## config.mk

```make
export PLATFORM = sky130hd
export DESIGN_NAME = ccst_status
export DESIGN_NICKNAME = d
export VERILOG_FILES = /design/src/hdl/ccst_pkg.sv /design/src/hdl/ccst_sync2.sv /design/src/hdl/ccst_status.sv
export VERILOG_INCLUDE_DIRS = /design/src /design/src/hdl
export SDC_FILE = /design/constraint.sdc
export NUM_CORES = 1
export LEC_CHECK = 0
export BUFFER_PORTS_ARGS = -buffer_cell sky130_fd_sc_hd__buf_4
export CAP_MARGIN = 20
export CORE_ASPECT_RATIO = 2
export CORE_MARGIN = 10
export CORE_UTILIZATION = 45
export CTS_CLUSTER_DIAMETER = 100
export DETAILED_ROUTE_END_ITERATION = 7
export GPL_TIMING_DRIVEN = 0
export HOLD_SLACK_MARGIN = 0.12
export PLACE_DENSITY = 0.67
export SETUP_SLACK_MARGIN = 0.5
export SLEW_MARGIN = 10
export SYNTH_ARGS = -nofsm -noshare
export SYNTH_HDL_FRONTEND = slang
export SYNTH_SLANG_ARGS = --single-unit
```

## constraint.sdc

```tcl
create_clock -name aclk -period 7.8 [get_ports aclk]
set_input_delay 0.39 -clock aclk [delete_from_list [all_inputs] [get_ports aclk]]
set_output_delay 0.39 -clock aclk [all_outputs]
set_load 0.005 [all_outputs]
```

## src/hdl/ccst_defs.svh

```systemverilog
// register offsets, field positions and reset values of the status/trigger block
`ifndef CCST_DEFS_SVH
`define CCST_DEFS_SVH

// ==================================================
// register byte offsets
`define CCST_OFF_STATUS   8'h00
`define CCST_OFF_CTRL     8'h04
`define CCST_OFF_CAPBUF   8'h08
`define CCST_OFF_IRQ_STAT 8'h0C
`define CCST_OFF_IRQ_MASK 8'h10

// ==================================================
// ccp_status_low fields
`define CCST_ST_TRIG  7
`define CCST_ST_TRIGGER_SET_REQUEST 6
`define CCST_ST_TRIGGER_CLEAR_REQUEST 5
`define CCST_ST_AUTO_SHUTDOWN_FLAG 4
`define CCST_ST_SINGLE_EDGE_COMPARE_FLAG 3
`define CCST_ST_CAPTURE_DISABLE_FLAG 2
`define CCST_ST_CAPTURE_OVERFLOW_FLAG  1
`define CCST_ST_CAPTURE_BUFFER_NOT_EMPTY 0

// ==================================================
// control register fields
`define CCST_CT_TRIGGER_ENABLE_SETTING  0
`define CCST_CT_GSM_LO  1
`define CCST_CT_PSSA_LO 3
`define CCST_CT_PSSB_LO 5

// ==================================================
// interrupt status and mask fields
`define CCST_IRQ_SHDN 0
`define CCST_IRQ_CMP  1
`define CCST_IRQ_OVF  2
`define CCST_IRQ_CAP  3

// ==================================================
// reset values
`define CCST_RST_CTRL 7'h00
`define CCST_RST_MASK 4'h0

`endif

```

## src/hdl/ccst_pkg.sv

```systemverilog
// types shared by the status/trigger block
package ccst_pkg;

	// ==================================================
	// bus responses
	typedef enum logic [1:0] {
		CCST_RESP_OKAY   = 2'b00,
		CCST_RESP_SLVERR = 2'b10
	} ccst_resp_t;

	// ==================================================
	// capture gating modes
	typedef enum logic [1:0] {
		CCST_GSM_LEVEL    = 2'b00,
		CCST_GSM_ONE_RISE = 2'b01,
		CCST_GSM_ONE_FALL = 2'b10,
		CCST_GSM_RESERVED = 2'b11
	} ccst_gsm_t;

	// ==================================================
	// shutdown states of an output group
	typedef enum logic [1:0] {
		CCST_PSS_TRI0     = 2'b00,
		CCST_PSS_TRI1     = 2'b01,
		CCST_PSS_INACTIVE = 2'b10,
		CCST_PSS_ACTIVE   = 2'b11
	} ccst_pss_t;

endpackage

```

## src/hdl/ccst_sync2.sv

```systemverilog
// two flip-flop synchroniser for pin inputs
module ccst_sync2 #(
	parameter int WIDTH = 1
) (
	input  wire logic             aclk,
	input  wire logic             aresetn,
	input  wire logic [WIDTH-1:0] d,
	output logic      [WIDTH-1:0] q
);

	typedef struct packed {
		logic [WIDTH-1:0] meta;
		logic [WIDTH-1:0] stable;
	} ccst_sync_t;

	ccst_sync_t st;
	ccst_sync_t next_st;

	always_comb begin
		next_st.meta   = d;
		next_st.stable = st.meta;
	end

	always_ff @(posedge aclk) begin
		if (!aresetn) begin
			st <= '0;
		end else begin
			st <= next_st;
		end
	end

	assign q = st.stable;

endmodule

```

## src/hdl/ccst_status.sv

```systemverilog
// status, trigger request, capture buffer and shutdown logic with an AXI4-Lite slave
//
// Local design decisions: register access over AXI4-Lite and the register offsets.
`include "ccst_defs.svh"

module ccst_status #(
	parameter int ADDR_W = 8,
	parameter int CAP_W  = 16,
	parameter int DEPTH  = 4
) (
	input  wire logic              aclk,
	input  wire logic              aresetn,
	input  wire logic [ADDR_W-1:0] s_axi_awaddr,
	input  wire logic              s_axi_awvalid,
	output logic                   s_axi_awready,
	input  wire logic [31:0]       s_axi_wdata,
	input  wire logic [3:0]        s_axi_wstrb,
	input  wire logic              s_axi_wvalid,
	output logic                   s_axi_wready,
	output logic [1:0]             s_axi_bresp,
	output logic                   s_axi_bvalid,
	input  wire logic              s_axi_bready,
	input  wire logic [ADDR_W-1:0] s_axi_araddr,
	input  wire logic              s_axi_arvalid,
	output logic                   s_axi_arready,
	output logic [31:0]            s_axi_rdata,
	output logic [1:0]             s_axi_rresp,
	output logic                   s_axi_rvalid,
	input  wire logic              s_axi_rready,
	input  wire logic              capture_pin,
	input  wire logic              gate_pin,
	input  wire logic              shutdown_pin,
	input  wire logic              compare_match,
	input  wire logic [CAP_W-1:0]  time_base_value,
	input  wire logic              pwm_a,
	input  wire logic              pwm_b,
	output logic                   trigger_running_flag,
	output logic                   out_a,
	output logic                   out_a_oe_n,
	output logic                   out_b,
	output logic                   out_b_oe_n,
	output logic                   irq
);

	localparam int PTR_W = (DEPTH > 1) ? $clog2(DEPTH) : 1;
	localparam int CNT_W = $clog2(DEPTH + 1);

	// ==================================================
	// state
	typedef struct packed {
		logic                        awready;
		logic                        wready;
		logic                        bvalid;
		ccst_pkg::ccst_resp_t        bresp;
		logic                        arready;
		logic                        rvalid;
		ccst_pkg::ccst_resp_t        rresp;
		logic [31:0]                 rdata;
		logic                        aw_got;
		logic [ADDR_W-1:0]           awaddr;
		logic                        w_got;
		logic [31:0]                 wdata;
		logic [3:0]                  wstrb;
		logic                        trigger_enable_setting;
		ccst_pkg::ccst_gsm_t         capture_gating_mode;
		ccst_pkg::ccst_pss_t         shutdown_state_group_a;
		ccst_pkg::ccst_pss_t         shutdown_state_group_b;
		logic                        trigger_running_flag;
		logic                        auto_shutdown_flag;
		logic                        single_edge_compare_flag;
		logic                        capture_disable_flag;
		logic                        capture_overflow_flag;
		logic [DEPTH-1:0][CAP_W-1:0] fifo;
		logic [PTR_W-1:0]            rptr;
		logic [PTR_W-1:0]            wptr;
		logic [CNT_W-1:0]            cnt;
		logic                        cap_q;
		logic                        gate_q;
		logic [3:0]                  irq_stat;
		logic [3:0]                  irq_mask;
		logic                        irq;
		logic                        out_a;
		logic                        out_a_oe_n;
		logic                        out_b;
		logic                        out_b_oe_n;
	} ccst_state_t;

	ccst_state_t st;
	ccst_state_t next_st;

	logic [2:0]        pins_s;
	logic              cap_s;
	logic              gate_s;
	logic              sd_s;
	logic              aw_hs;
	logic              w_hs;
	logic              ar_hs;
	logic              wr_exec;
	logic [ADDR_W-1:0] wr_addr;
	logic [31:0]       wr_data;
	logic [3:0]        wr_strb;
	logic              wr_stat;
	logic              cap_rise;
	logic              gate_rise;
	logic              gate_fall;
	logic              rd_pop;
	logic              push;

	// ==================================================
	// helpers
	function automatic logic ccst_mapped(input logic [ADDR_W-1:0] a);
		ccst_mapped = (a == ADDR_W'(`CCST_OFF_STATUS)) || (a == ADDR_W'(`CCST_OFF_CTRL)) ||
			(a == ADDR_W'(`CCST_OFF_CAPBUF)) || (a == ADDR_W'(`CCST_OFF_IRQ_STAT)) ||
			(a == ADDR_W'(`CCST_OFF_IRQ_MASK));
	endfunction

	// returns {level, oe_n}; oe_n low while the pin is driven
	function automatic logic [1:0] ccst_drive(input ccst_pkg::ccst_pss_t pss, input logic pwm, input logic sd);
		if (!sd) begin
			ccst_drive = {pwm, 1'b0};
		end else begin
			case (pss)
				ccst_pkg::CCST_PSS_ACTIVE:   ccst_drive = 2'b10;
				ccst_pkg::CCST_PSS_INACTIVE: ccst_drive = 2'b00;
				default:                     ccst_drive = 2'b01;
			endcase
		end
	endfunction

	// ==================================================
	// pin synchronisers
	ccst_sync2 #(
		.WIDTH(3)
	) u_sync (
		.aclk    (aclk),
		.aresetn (aresetn),
		.d       ({shutdown_pin, gate_pin, capture_pin}),
		.q       (pins_s)
	);

	assign cap_s  = pins_s[0];
	assign gate_s = pins_s[1];
	assign sd_s   = pins_s[2];

	// ==================================================
	// next state
	always_comb begin
		next_st   = st;
		aw_hs     = s_axi_awvalid && st.awready;
		w_hs      = s_axi_wvalid && st.wready;
		ar_hs     = s_axi_arvalid && st.arready;
		wr_addr   = st.aw_got ? st.awaddr : s_axi_awaddr;
		wr_data   = st.w_got ? st.wdata : s_axi_wdata;
		wr_strb   = st.w_got ? st.wstrb : s_axi_wstrb;
		wr_exec   = (st.aw_got || aw_hs) && (st.w_got || w_hs) && !st.bvalid;
		wr_stat   = wr_exec && wr_strb[0] && (wr_addr == ADDR_W'(`CCST_OFF_STATUS));
		cap_rise  = cap_s && !st.cap_q;
		gate_rise = gate_s && !st.gate_q;
		gate_fall = !gate_s && st.gate_q;
		rd_pop    = ar_hs && (s_axi_araddr == ADDR_W'(`CCST_OFF_CAPBUF)) && (st.cnt != '0);
		push      = 1'b0;
		next_st.cap_q  = cap_s;
		next_st.gate_q = gate_s;

		// write channel
		if (aw_hs) begin
			next_st.aw_got = 1'b1;
			next_st.awaddr = s_axi_awaddr;
		end
		if (w_hs) begin
			next_st.w_got = 1'b1;
			next_st.wdata = s_axi_wdata;
			next_st.wstrb = s_axi_wstrb;
		end
		if (st.bvalid && s_axi_bready) begin
			next_st.bvalid = 1'b0;
		end
		if (wr_exec) begin
			next_st.aw_got = 1'b0;
			next_st.w_got  = 1'b0;
			next_st.bvalid = 1'b1;
			next_st.bresp  = ccst_mapped(wr_addr) ? ccst_pkg::CCST_RESP_OKAY : ccst_pkg::CCST_RESP_SLVERR;
		end
		next_st.awready = !next_st.aw_got && !next_st.bvalid;
		next_st.wready  = !next_st.w_got && !next_st.bvalid;

		// software writes; upper byte lanes carry nothing
		if (wr_stat) begin
			if (!wr_data[`CCST_ST_AUTO_SHUTDOWN_FLAG]) begin
				next_st.auto_shutdown_flag = 1'b0;
			end
			if (!wr_data[`CCST_ST_SINGLE_EDGE_COMPARE_FLAG]) begin
				next_st.single_edge_compare_flag = 1'b0;
			end
			if (!wr_data[`CCST_ST_CAPTURE_DISABLE_FLAG]) begin
				next_st.capture_disable_flag = 1'b0;
			end
			if (!wr_data[`CCST_ST_CAPTURE_OVERFLOW_FLAG]) begin
				next_st.capture_overflow_flag = 1'b0;
			end
		end
		if (wr_exec && wr_strb[0] && (wr_addr == ADDR_W'(`CCST_OFF_CTRL))) begin
			next_st.trigger_enable_setting = wr_data[`CCST_CT_TRIGGER_ENABLE_SETTING];
			next_st.capture_gating_mode    = ccst_pkg::ccst_gsm_t'(wr_data[`CCST_CT_GSM_LO +: 2]);
			next_st.shutdown_state_group_a = ccst_pkg::ccst_pss_t'(wr_data[`CCST_CT_PSSA_LO +: 2]);
			next_st.shutdown_state_group_b = ccst_pkg::ccst_pss_t'(wr_data[`CCST_CT_PSSB_LO +: 2]);
		end
		if (wr_exec && wr_strb[0] && (wr_addr == ADDR_W'(`CCST_OFF_IRQ_STAT))) begin
			next_st.irq_stat = st.irq_stat & ~wr_data[3:0];
		end
		if (wr_exec && wr_strb[0] && (wr_addr == ADDR_W'(`CCST_OFF_IRQ_MASK))) begin
			next_st.irq_mask = wr_data[3:0];
		end

		// trigger: free running unless triggered mode is selected; set wins over clear
		if (!st.trigger_enable_setting) begin
			next_st.trigger_running_flag = 1'b1;
		end else if (wr_stat && wr_data[`CCST_ST_TRIGGER_SET_REQUEST]) begin
			next_st.trigger_running_flag = 1'b1;
		end else if (wr_stat && wr_data[`CCST_ST_TRIGGER_CLEAR_REQUEST]) begin
			next_st.trigger_running_flag = 1'b0;
		end

		// hardware sets come after the software clears
		if (sd_s) begin
			next_st.auto_shutdown_flag = 1'b1;
			if (!st.auto_shutdown_flag) begin
				next_st.irq_stat[`CCST_IRQ_SHDN] = 1'b1;
			end
		end
		if (compare_match) begin
			next_st.single_edge_compare_flag    = 1'b1;
			next_st.irq_stat[`CCST_IRQ_CMP] = 1'b1;
		end
		case (st.capture_gating_mode)
			ccst_pkg::CCST_GSM_LEVEL: begin
				next_st.capture_disable_flag = !gate_s;
			end
			ccst_pkg::CCST_GSM_ONE_RISE: begin
				if (gate_rise) begin
					next_st.capture_disable_flag = 1'b0;
				end
			end
			ccst_pkg::CCST_GSM_ONE_FALL: begin
				if (gate_fall) begin
					next_st.capture_disable_flag = 1'b1;
				end
			end
			default: begin
			end
		endcase

		// capture buffer; a read in the same cycle makes room
		if (rd_pop) begin
			next_st.rptr = PTR_W'(st.rptr + 1'b1);
		end
		if (cap_rise && !st.capture_disable_flag) begin
			if ((st.cnt == CNT_W'(DEPTH)) && !rd_pop) begin
				next_st.capture_overflow_flag = 1'b1;
				next_st.irq_stat[`CCST_IRQ_OVF] = 1'b1;
			end else begin
				push = 1'b1;
				next_st.fifo[st.wptr] = time_base_value;
				next_st.wptr = PTR_W'(st.wptr + 1'b1);
				next_st.irq_stat[`CCST_IRQ_CAP] = 1'b1;
			end
		end
		next_st.cnt = CNT_W'(st.cnt + CNT_W'(push) - CNT_W'(rd_pop));

		// read channel
		if (st.rvalid && s_axi_rready) begin
			next_st.rvalid = 1'b0;
		end
		if (ar_hs) begin
			next_st.rvalid = 1'b1;
			next_st.rresp  = ccst_mapped(s_axi_araddr) ? ccst_pkg::CCST_RESP_OKAY : ccst_pkg::CCST_RESP_SLVERR;
			next_st.rdata  = '0;
			case (s_axi_araddr)
				ADDR_W'(`CCST_OFF_STATUS): begin
					next_st.rdata[`CCST_ST_TRIG]  = st.trigger_running_flag;
					next_st.rdata[`CCST_ST_AUTO_SHUTDOWN_FLAG] = st.auto_shutdown_flag;
					next_st.rdata[`CCST_ST_SINGLE_EDGE_COMPARE_FLAG] = st.single_edge_compare_flag;
					next_st.rdata[`CCST_ST_CAPTURE_DISABLE_FLAG] = st.capture_disable_flag;
					next_st.rdata[`CCST_ST_CAPTURE_OVERFLOW_FLAG]  = st.capture_overflow_flag;
					next_st.rdata[`CCST_ST_CAPTURE_BUFFER_NOT_EMPTY] = (st.cnt != '0);
				end
				ADDR_W'(`CCST_OFF_CTRL): begin
					next_st.rdata[`CCST_CT_TRIGGER_ENABLE_SETTING]       = st.trigger_enable_setting;
					next_st.rdata[`CCST_CT_GSM_LO +: 2]  = st.capture_gating_mode;
					next_st.rdata[`CCST_CT_PSSA_LO +: 2] = st.shutdown_state_group_a;
					next_st.rdata[`CCST_CT_PSSB_LO +: 2] = st.shutdown_state_group_b;
				end
				ADDR_W'(`CCST_OFF_CAPBUF): begin
					if (st.cnt != '0) begin
						next_st.rdata = 32'(st.fifo[st.rptr]);
					end
				end
				ADDR_W'(`CCST_OFF_IRQ_STAT): begin
					next_st.rdata[3:0] = st.irq_stat;
				end
				ADDR_W'(`CCST_OFF_IRQ_MASK): begin
					next_st.rdata[3:0] = st.irq_mask;
				end
				default: begin
				end
			endcase
		end
		next_st.arready = !next_st.rvalid;

		// outputs
		{next_st.out_a, next_st.out_a_oe_n} =
			ccst_drive(st.shutdown_state_group_a, pwm_a, st.auto_shutdown_flag);
		{next_st.out_b, next_st.out_b_oe_n} =
			ccst_drive(st.shutdown_state_group_b, pwm_b, st.auto_shutdown_flag);
		next_st.irq = |(next_st.irq_stat & next_st.irq_mask);
	end

	always_ff @(posedge aclk) begin
		if (!aresetn) begin
			st          <= '0;
			st.irq_mask <= `CCST_RST_MASK;
			{st.shutdown_state_group_b, st.shutdown_state_group_a, st.capture_gating_mode,
				st.trigger_enable_setting} <= `CCST_RST_CTRL;
		end else begin
			st <= next_st;
		end
	end

	// ==================================================
	// outputs
	assign s_axi_awready        = st.awready;
	assign s_axi_wready         = st.wready;
	assign s_axi_bvalid         = st.bvalid;
	assign s_axi_bresp          = st.bresp;
	assign s_axi_arready        = st.arready;
	assign s_axi_rvalid         = st.rvalid;
	assign s_axi_rresp          = st.rresp;
	assign s_axi_rdata          = st.rdata;
	assign trigger_running_flag = st.trigger_running_flag;
	assign out_a                = st.out_a;
	assign out_a_oe_n           = st.out_a_oe_n;
	assign out_b                = st.out_b;
	assign out_b_oe_n           = st.out_b_oe_n;
	assign irq                  = st.irq;
endmodule

```

==> impl_metrics.py, run 1 <==
metrics = {
    "placement": {
        "gp_congestion": 0.882,
        "port_buffers": 79,
        "dp.cells": 933,
        "dp.final_hpwl_um": 14000,
    },
    "detailed_routing": {
        "wl_um": 18000,
        "ant_nets": 0,
        "drt_iter0_markers": 184,
        "drc": 0,
        "firstDrtPassIters": 4,
        "vias": 5065,
        "routedWlPerCell_um": 18.6,
        "via_per_inst": 5.25,
    },
    "sta": {
        "slew_viol_final": 0,
        "period_share_pct": 38.4,
        "clock.fmax_ghz": 0.334,
        "tightest_slew_ns": 0.950,
        "maxSlewHeadroom_pct": 36.4,
        "fin_crit_ns": 2.99,
        "setup-tns-final_ns": 0,
        "grt_setup_unrepaired": "false",
        "setup_viol": 0,
        "hold_viol": 0,
        "fin_skew_ns": 0.0143,
    },
    "critical_path": {
        "cp-start-kind": "flop",
        "cpMaxStageDelayCell": "clkbuf_1",
        "cpPeakStageDelay_ns": 0.40,
        "cp_data_required_time_ns": 8.08,
        "r2r_start": "s_axi_arready",
        "crit_path_max_fanout": 10,
        "end_kind": "flop",
        "path_class": "reg2reg",
        "r2r_setup_slack_ns": 4.81,
        "crit_arrival_ns": 3.27,
        "worstRegToRegCells": 13,
        "r2r-end": "st[17]",
        "cp_cell_sequence": "and2_1 -> clkbuf_1 -> a41o_1 -> buf_6 -> nand2_1 -> ha_1 -> inv_1 -> ha_1 -> inv_1 -> fa_1 -> xor2_1 -> xnor2_1 -> nor2_1",
    },
    "logic_synthesis": {
        "ys_seq_area_share_pct": 45.3,
        "synth-seq-cells": 145,
        "yosysMostFrequentCell": "dfxtp_1",
        "synth.area.top_cells": "dfxtp_1 45%, mux2i_1 12%, nor2_1 5.7%",
        "synth_cells": 648,
        "synth-async-reset-ratio_pct": 0,
        "synth.top_cell.area_share_pct": 45.3,
        "synth_common_cells": "145 x dfxtp_1, 98 x nor2_1, 79 x mux2i_1",
        "synth_edf_count": 0,
        "ys_types": 61,
        "syn-cell-area_um2": 6410,
        "ys.flop_type": "dfxtp_1",
        "synth_area_per_cell_um2": 9.89,
        "yosys.area.top_type": "dfxtp_1",
        "yosysWarnings": 0,
    },
    "finish": {
        "drive_above_1_share_pct": 26.3,
        "nets": 851,
        "seqCellArea_um2": 2900,
        "diodes": 0,
        "nFillCells": 1253,
        "multi_input_area_um2": 3070,
        "syn_to_final_growth_pct": 23.3,
        "instances_no_fill": 965,
    },
    "floorplanning": {
        "die_area_um2": 19700,
        "ios": 128,
        "die_height_um": 189,
        "die_x_um": 104,
        "coreArea_um2": 14000,
        "start_util_pct": 45.9,
        "rows": 61,
    },
    "status": {
        "status": "completed",
    },
    "power": {
        "vdd_drop_max_mv": 0.173,
        "leakagePower_uw": 0.00362,
        "powerDensity_nw_per_um2": 220,
    },
    "grt": {
        "track_usage_pct": 18.2,
        "grt_max_degree": 17,
        "grt_pass1_vias": 5515,
        "grt_pass1_wl_um": 28600,
        "grt_antenna_before_repair": 0,
        "grt.overflow.total": 0,
    },
    "hold_path": {
        "min_path_cells": 2,
        "hold_class": "in2reg",
        "hp-start": "gate_pin",
        "hold_path_end": "u_sync.next_st[1]",
    },
    "clock_tree": {
        "cts-root-buf": "clkbuf_16",
        "cts_buffers": 17,
        "ctsLongestPathBuffers": 2,
        "post-cts-setup-buffers": 0,
        "clkTransAtPathRegs_ns": 0.06,
        "post_cts_resized": 0,
        "clkSinkCount": 145,
        "ctsHtreeMaxLevel": 4,
        "cts_tree": "yes",
        "cts_hold_buffers": 0,
        "clk_latency_ns": 0.43,
    },
    "job": {
        "cap_viol_max_count": 0,
    },
}
through the flow:
| stage | setup WS (ns) | area [um^2] | hold slack (ns) | power, uW | util, % |
|---|---|---|---|---|---|
| floorplan | 4.83 | 6470 | 0.412 | 864 | - |
| global placement | 4.48 | 7300 | 0.418 | 926 | 52.3 |
| detailed placement | 4.40 | 7300 | 0.423 | 931 | 52.3 |
| CTS | 4.80 | 7900 | 0.166 | 1740 | 56.6 |
| global route | 4.62 | 7900 | 0.172 | 1790 | 56.6 |
| finish | 4.81 | 7900 | 0.170 | 1740 | 56.6 |
final cells by class:
| class | count | share of cell area (%) |
|---|---|---|
| buffer | 71 | 5.81 |
| clock buffer | 17 | 5.39 |
| clock inverter | 15 | 2.17 |
| inverter | 12 | 0.570 |
| multi-input combinational | 437 | 38.8 |
| sequential | 145 | 36.7 |
| tap | 189 | 2.99 |
| timing repair buffer | 79 | 7.51 |
critical path, delay by kind of cell (launching register included):
family / cells / cell delay [ns]
AOI/OAI and AO/OA: 1 / 0.26
buffers and inverters: 4 / 0.67
DFF: 1 / 0.34
xor gates and xnor gates: 2 / 0.34
adders and majority gates: 3 / 0.90
and+or+nand+nor: 3 / 0.35
routing by layer:
metal  track usage [%]  routed length [um]
met1              16.8                6270
met3              3.96                 737
met2              36.0               10400
met5                 0                   0
met4              8.83                 607
worst max path at each step:
stage	cells past startpoint	slack, ns	startpoint	end
after global routing	10	4.62	st[87]	st[17]
after floorplan	13	4.83	s_axi_araddr[0]	st[17]
after CTS	10	4.80	st[87]	st[17]
after detailed placement	14	4.40	s_axi_araddr[0]	st[17]
final	13	4.81	s_axi_arready	st[17]
after global placement	14	4.48	s_axi_araddr[0]	st[17]
layout by cell type, fill, tap and decap left out, drive strengths merged, types with 11 or more instances in the layout:
cell / n
nor2: 98
inv: 19
conb: 18
nor3: 11
nand2: 46
a21oi: 43
dfxtp: 145
mux4: 16
nand3: 24
and2: 11
clkbuf: 38
mux2i: 79
buf: 129
report_power, final:
part / internal (uW) / leakage, uW / switching [uW]
registers: 759 / 0.00118 / 11.8
clock network: 480 / 0.000285 / 342
logic: 66.7 / 0.00216 / 77.5
total: 1310 / 0.00362 / 431
kinds of logic after synthesis:
group	after synthesis	share of synthesized area (%)
xor+xnor	5	0.683
fa+ha+maj	7	1.48
compound gates	81	7.89
simple gates	221	17.0
buf+inv	83	7.87
flops	145	45.3
mux	105	19.7
other cells	1	0.0585
(Power assumes the default switching activity.)
==> inputs of run 2 (changes only) <==
==> constraint.sdc (replaced) <==
create_clock -name aclk -period 3 [get_ports aclk]
set_input_delay 0.15 -clock aclk [delete_from_list [all_inputs] [get_ports aclk]]
set_output_delay 0.15 -clock aclk [all_outputs]
set_load 0.005 [all_outputs]
==> run 2 against run 1 <==
- clock-buffer cell count unchanged
- first-iteration DRC count increased by 2.2%
- clock power grew to 2.5 times the previous value
- via count is 5.5% higher
- combinational power grew to 3.0 times the previous value
- routed wire length is 3.5% higher
- critical path depth rose by 1
- cell area rose by 7.0%
- register-to-register slack got worse by 4.3 ns
- final cell count grew 5.3%
- critical endpoint unchanged
- highest routed layer unchanged
==> impl_metrics.py, run 2 (synthesis results as in run 1) <==
metrics = {
    "finish": {
        "diodes": 0,
        "mostFrequentLayoutCell": "dfxtp_1",
        "drive_above_1_share_pct": 26.0,
        "syn_to_final_growth_pct": 31.9,
        "layout_common_cells": "145 x dfxtp_1, 119 x buf_4, 97 x nor2_1",
        "nets": 902,
        "final_util_pct": 60.5,
    },
    "sta": {
        "clock.fmax_ghz": 0.399,
        "setup_viol": 0,
        "fin_crit_ns": 2.51,
        "grt_setup_unrepaired": "true",
        "setup-tns-final_ns": 0,
        "maxSlewHeadroom_pct": 41.7,
        "hold_viol": 0,
        "tightest_slew_ns": 0.875,
        "slew_viol_final": 0,
        "fin_hold_ws_ns": 0.130,
        "period_share_pct": 83.5,
        "fin_skew_ns": 0.00628,
    },
    "placement": {
        "port_buffers": 79,
        "gp_congestion": 0.859,
        "dp.final_hpwl_um": 13800,
    },
    "clock_tree": {
        "ctsHtreeMaxLevel": 4,
        "cts-root-buf": "clkbuf_16",
        "cts_buffers": 17,
        "clkTransAtPathRegs_ns": 0.06,
        "cts_tree": "yes",
        "clkSinkCount": 145,
        "clk_latency_ns": 0.42,
        "ctsLongestPathBuffers": 2,
    },
    "critical_path": {
        "cpPeakStageDelay_ns": 0.56,
        "path_class": "in2reg",
        "cp_data_required_time_ns": 3.29,
        "cp_cell_sequence": "buf_4 -> or4_4 -> nor3_4 -> a41o_1 -> buf_6 -> nand2_4 -> ha_4 -> inv_2 -> ha_4 -> inv_2 -> fa_2 -> xor2_1 -> xnor2_1 -> nor2_1",
        "cp_top_family": "simple AND/OR/NAND/NOR gates",
        "cp-start-kind": "primary input",
        "end_kind": "flop",
        "cpMaxStageDelayCell": "or4_4",
        "critPathBufInv": 4,
        "crit_path_max_fanout": 7,
        "crit_arrival_ns": 2.79,
    },
    "grt": {
        "grt.overflow.total": 0,
        "track_usage_pct": 18.8,
        "grt_pass1_vias": 5711,
        "grt_pass1_wl_um": 29400,
        "grt_max_degree": 17,
        "grt_antenna_before_repair": 0,
    },
    "power": {
        "powerDensity_nw_per_um2": 534,
        "p_total_uw": 4510,
        "vdd_drop_max_mv": 0.418,
        "leakagePower_uw": 0.00382,
    },
    "detailed_routing": {
        "routedWlPerCell_um": 18.3,
        "top_layer": "met4",
        "firstDrtPassIters": 4,
        "wirelength_met1_um": 6490,
        "ant_nets": 0,
        "drc": 0,
        "wl_met2_um": 10400,
        "met3WireLength_um": 879,
        "vias": 5345,
        "wl_um": 18600,
        "drt_iter0_markers": 188,
        "via_per_inst": 5.26,
    },
    "floorplanning": {
        "start_util_pct": 45.9,
        "die_x_um": 104,
        "coreArea_um2": 14000,
        "ios": 128,
        "rows": 61,
        "die_height_um": 189,
        "die_area_um2": 19700,
    },
    "status": {
        "status": "completed",
    },
    "job": {
        "cap_viol_max_count": 0,
    },
    "hold_path": {
        "hold_class": "in2reg",
    },
}
==> run 2: where the power goes <==
part / internal, uW / switching [uW]
Clock: 1170 / 903
Sequential: 1970 / 33.1
Combinational: 217 / 217
Total: 3360 / 1150
==> run 2: final timing paths <==
kind / slack, ns / startpoint / endpoint / cells past startpoint
setup / recovery: 0.49 / s_axi_araddr[0] / st[17] / 14
hold / removal: 0.13 / s_axi_awvalid / s_axi_awready / 3
setup reg to reg: 0.49 / s_axi_arready / st[17] / 13
hold reg to reg: 0.44 / u_sync.next_st[1] / u_sync.q[1] / 1
==> run 2: routing by layer <==
metal  vias up  global-route usage, %
li1       2528                      -
met1      2587                   17.3
met2       178                   36.2
met3        52                   4.17
met4         0                   11.1
met5         -                      0
==> run 2: cell type report <==
class / count / area [um^2]
Buffer: 71 / 463
Clock buffer: 17 / 425
Clock inverter: 15 / 151
Fill cell: 1201 / 5510
Inverter: 12 / 45.0
Multi-Input combinational cell: 437 / 3130
Sequential cell: 145 / 2900
Tap cell: 189 / 236
Timing Repair Buffer: 130 / 1100
==> run 2: timing repair <==
| item | 4_1_cts | 5_1_grt |
|---|---|---|
| hold buffers | 50 | 0 |
| buffers inserted | 0 | 1 |
| hold endpoints to repair | 96 | 0 |
| resized for setup | 5 | 4 |
| endpoints found under the setup margin | 7 | 8 |
| pin swaps | 0 | 1 |
==> run 2: worst register-to-register path: stages, from the launching register on <==
cell and delay, ns:
dfxtp_1 0.35, and2_1 0.17, buf_4 0.20, a41o_1 0.21, buf_6 0.17, nand2_4 0.09
ha_4 0.28, inv_2 0.05, ha_4 0.11, inv_2 0.03, fa_2 0.34, xor2_1 0.16
xnor2_1 0.16, nor2_1 0.06
==> run 2: per-stage QoR <==
step,instances,setup slack [ns],area (um^2)
after floorplan,665,0.356,6510
after detailed placement,933,0.0197,7340
after global routing,1016,0.334,8450
final,1016,0.495,8450
after global placement,933,0.0741,7340
after CTS,1015,0.423,8430
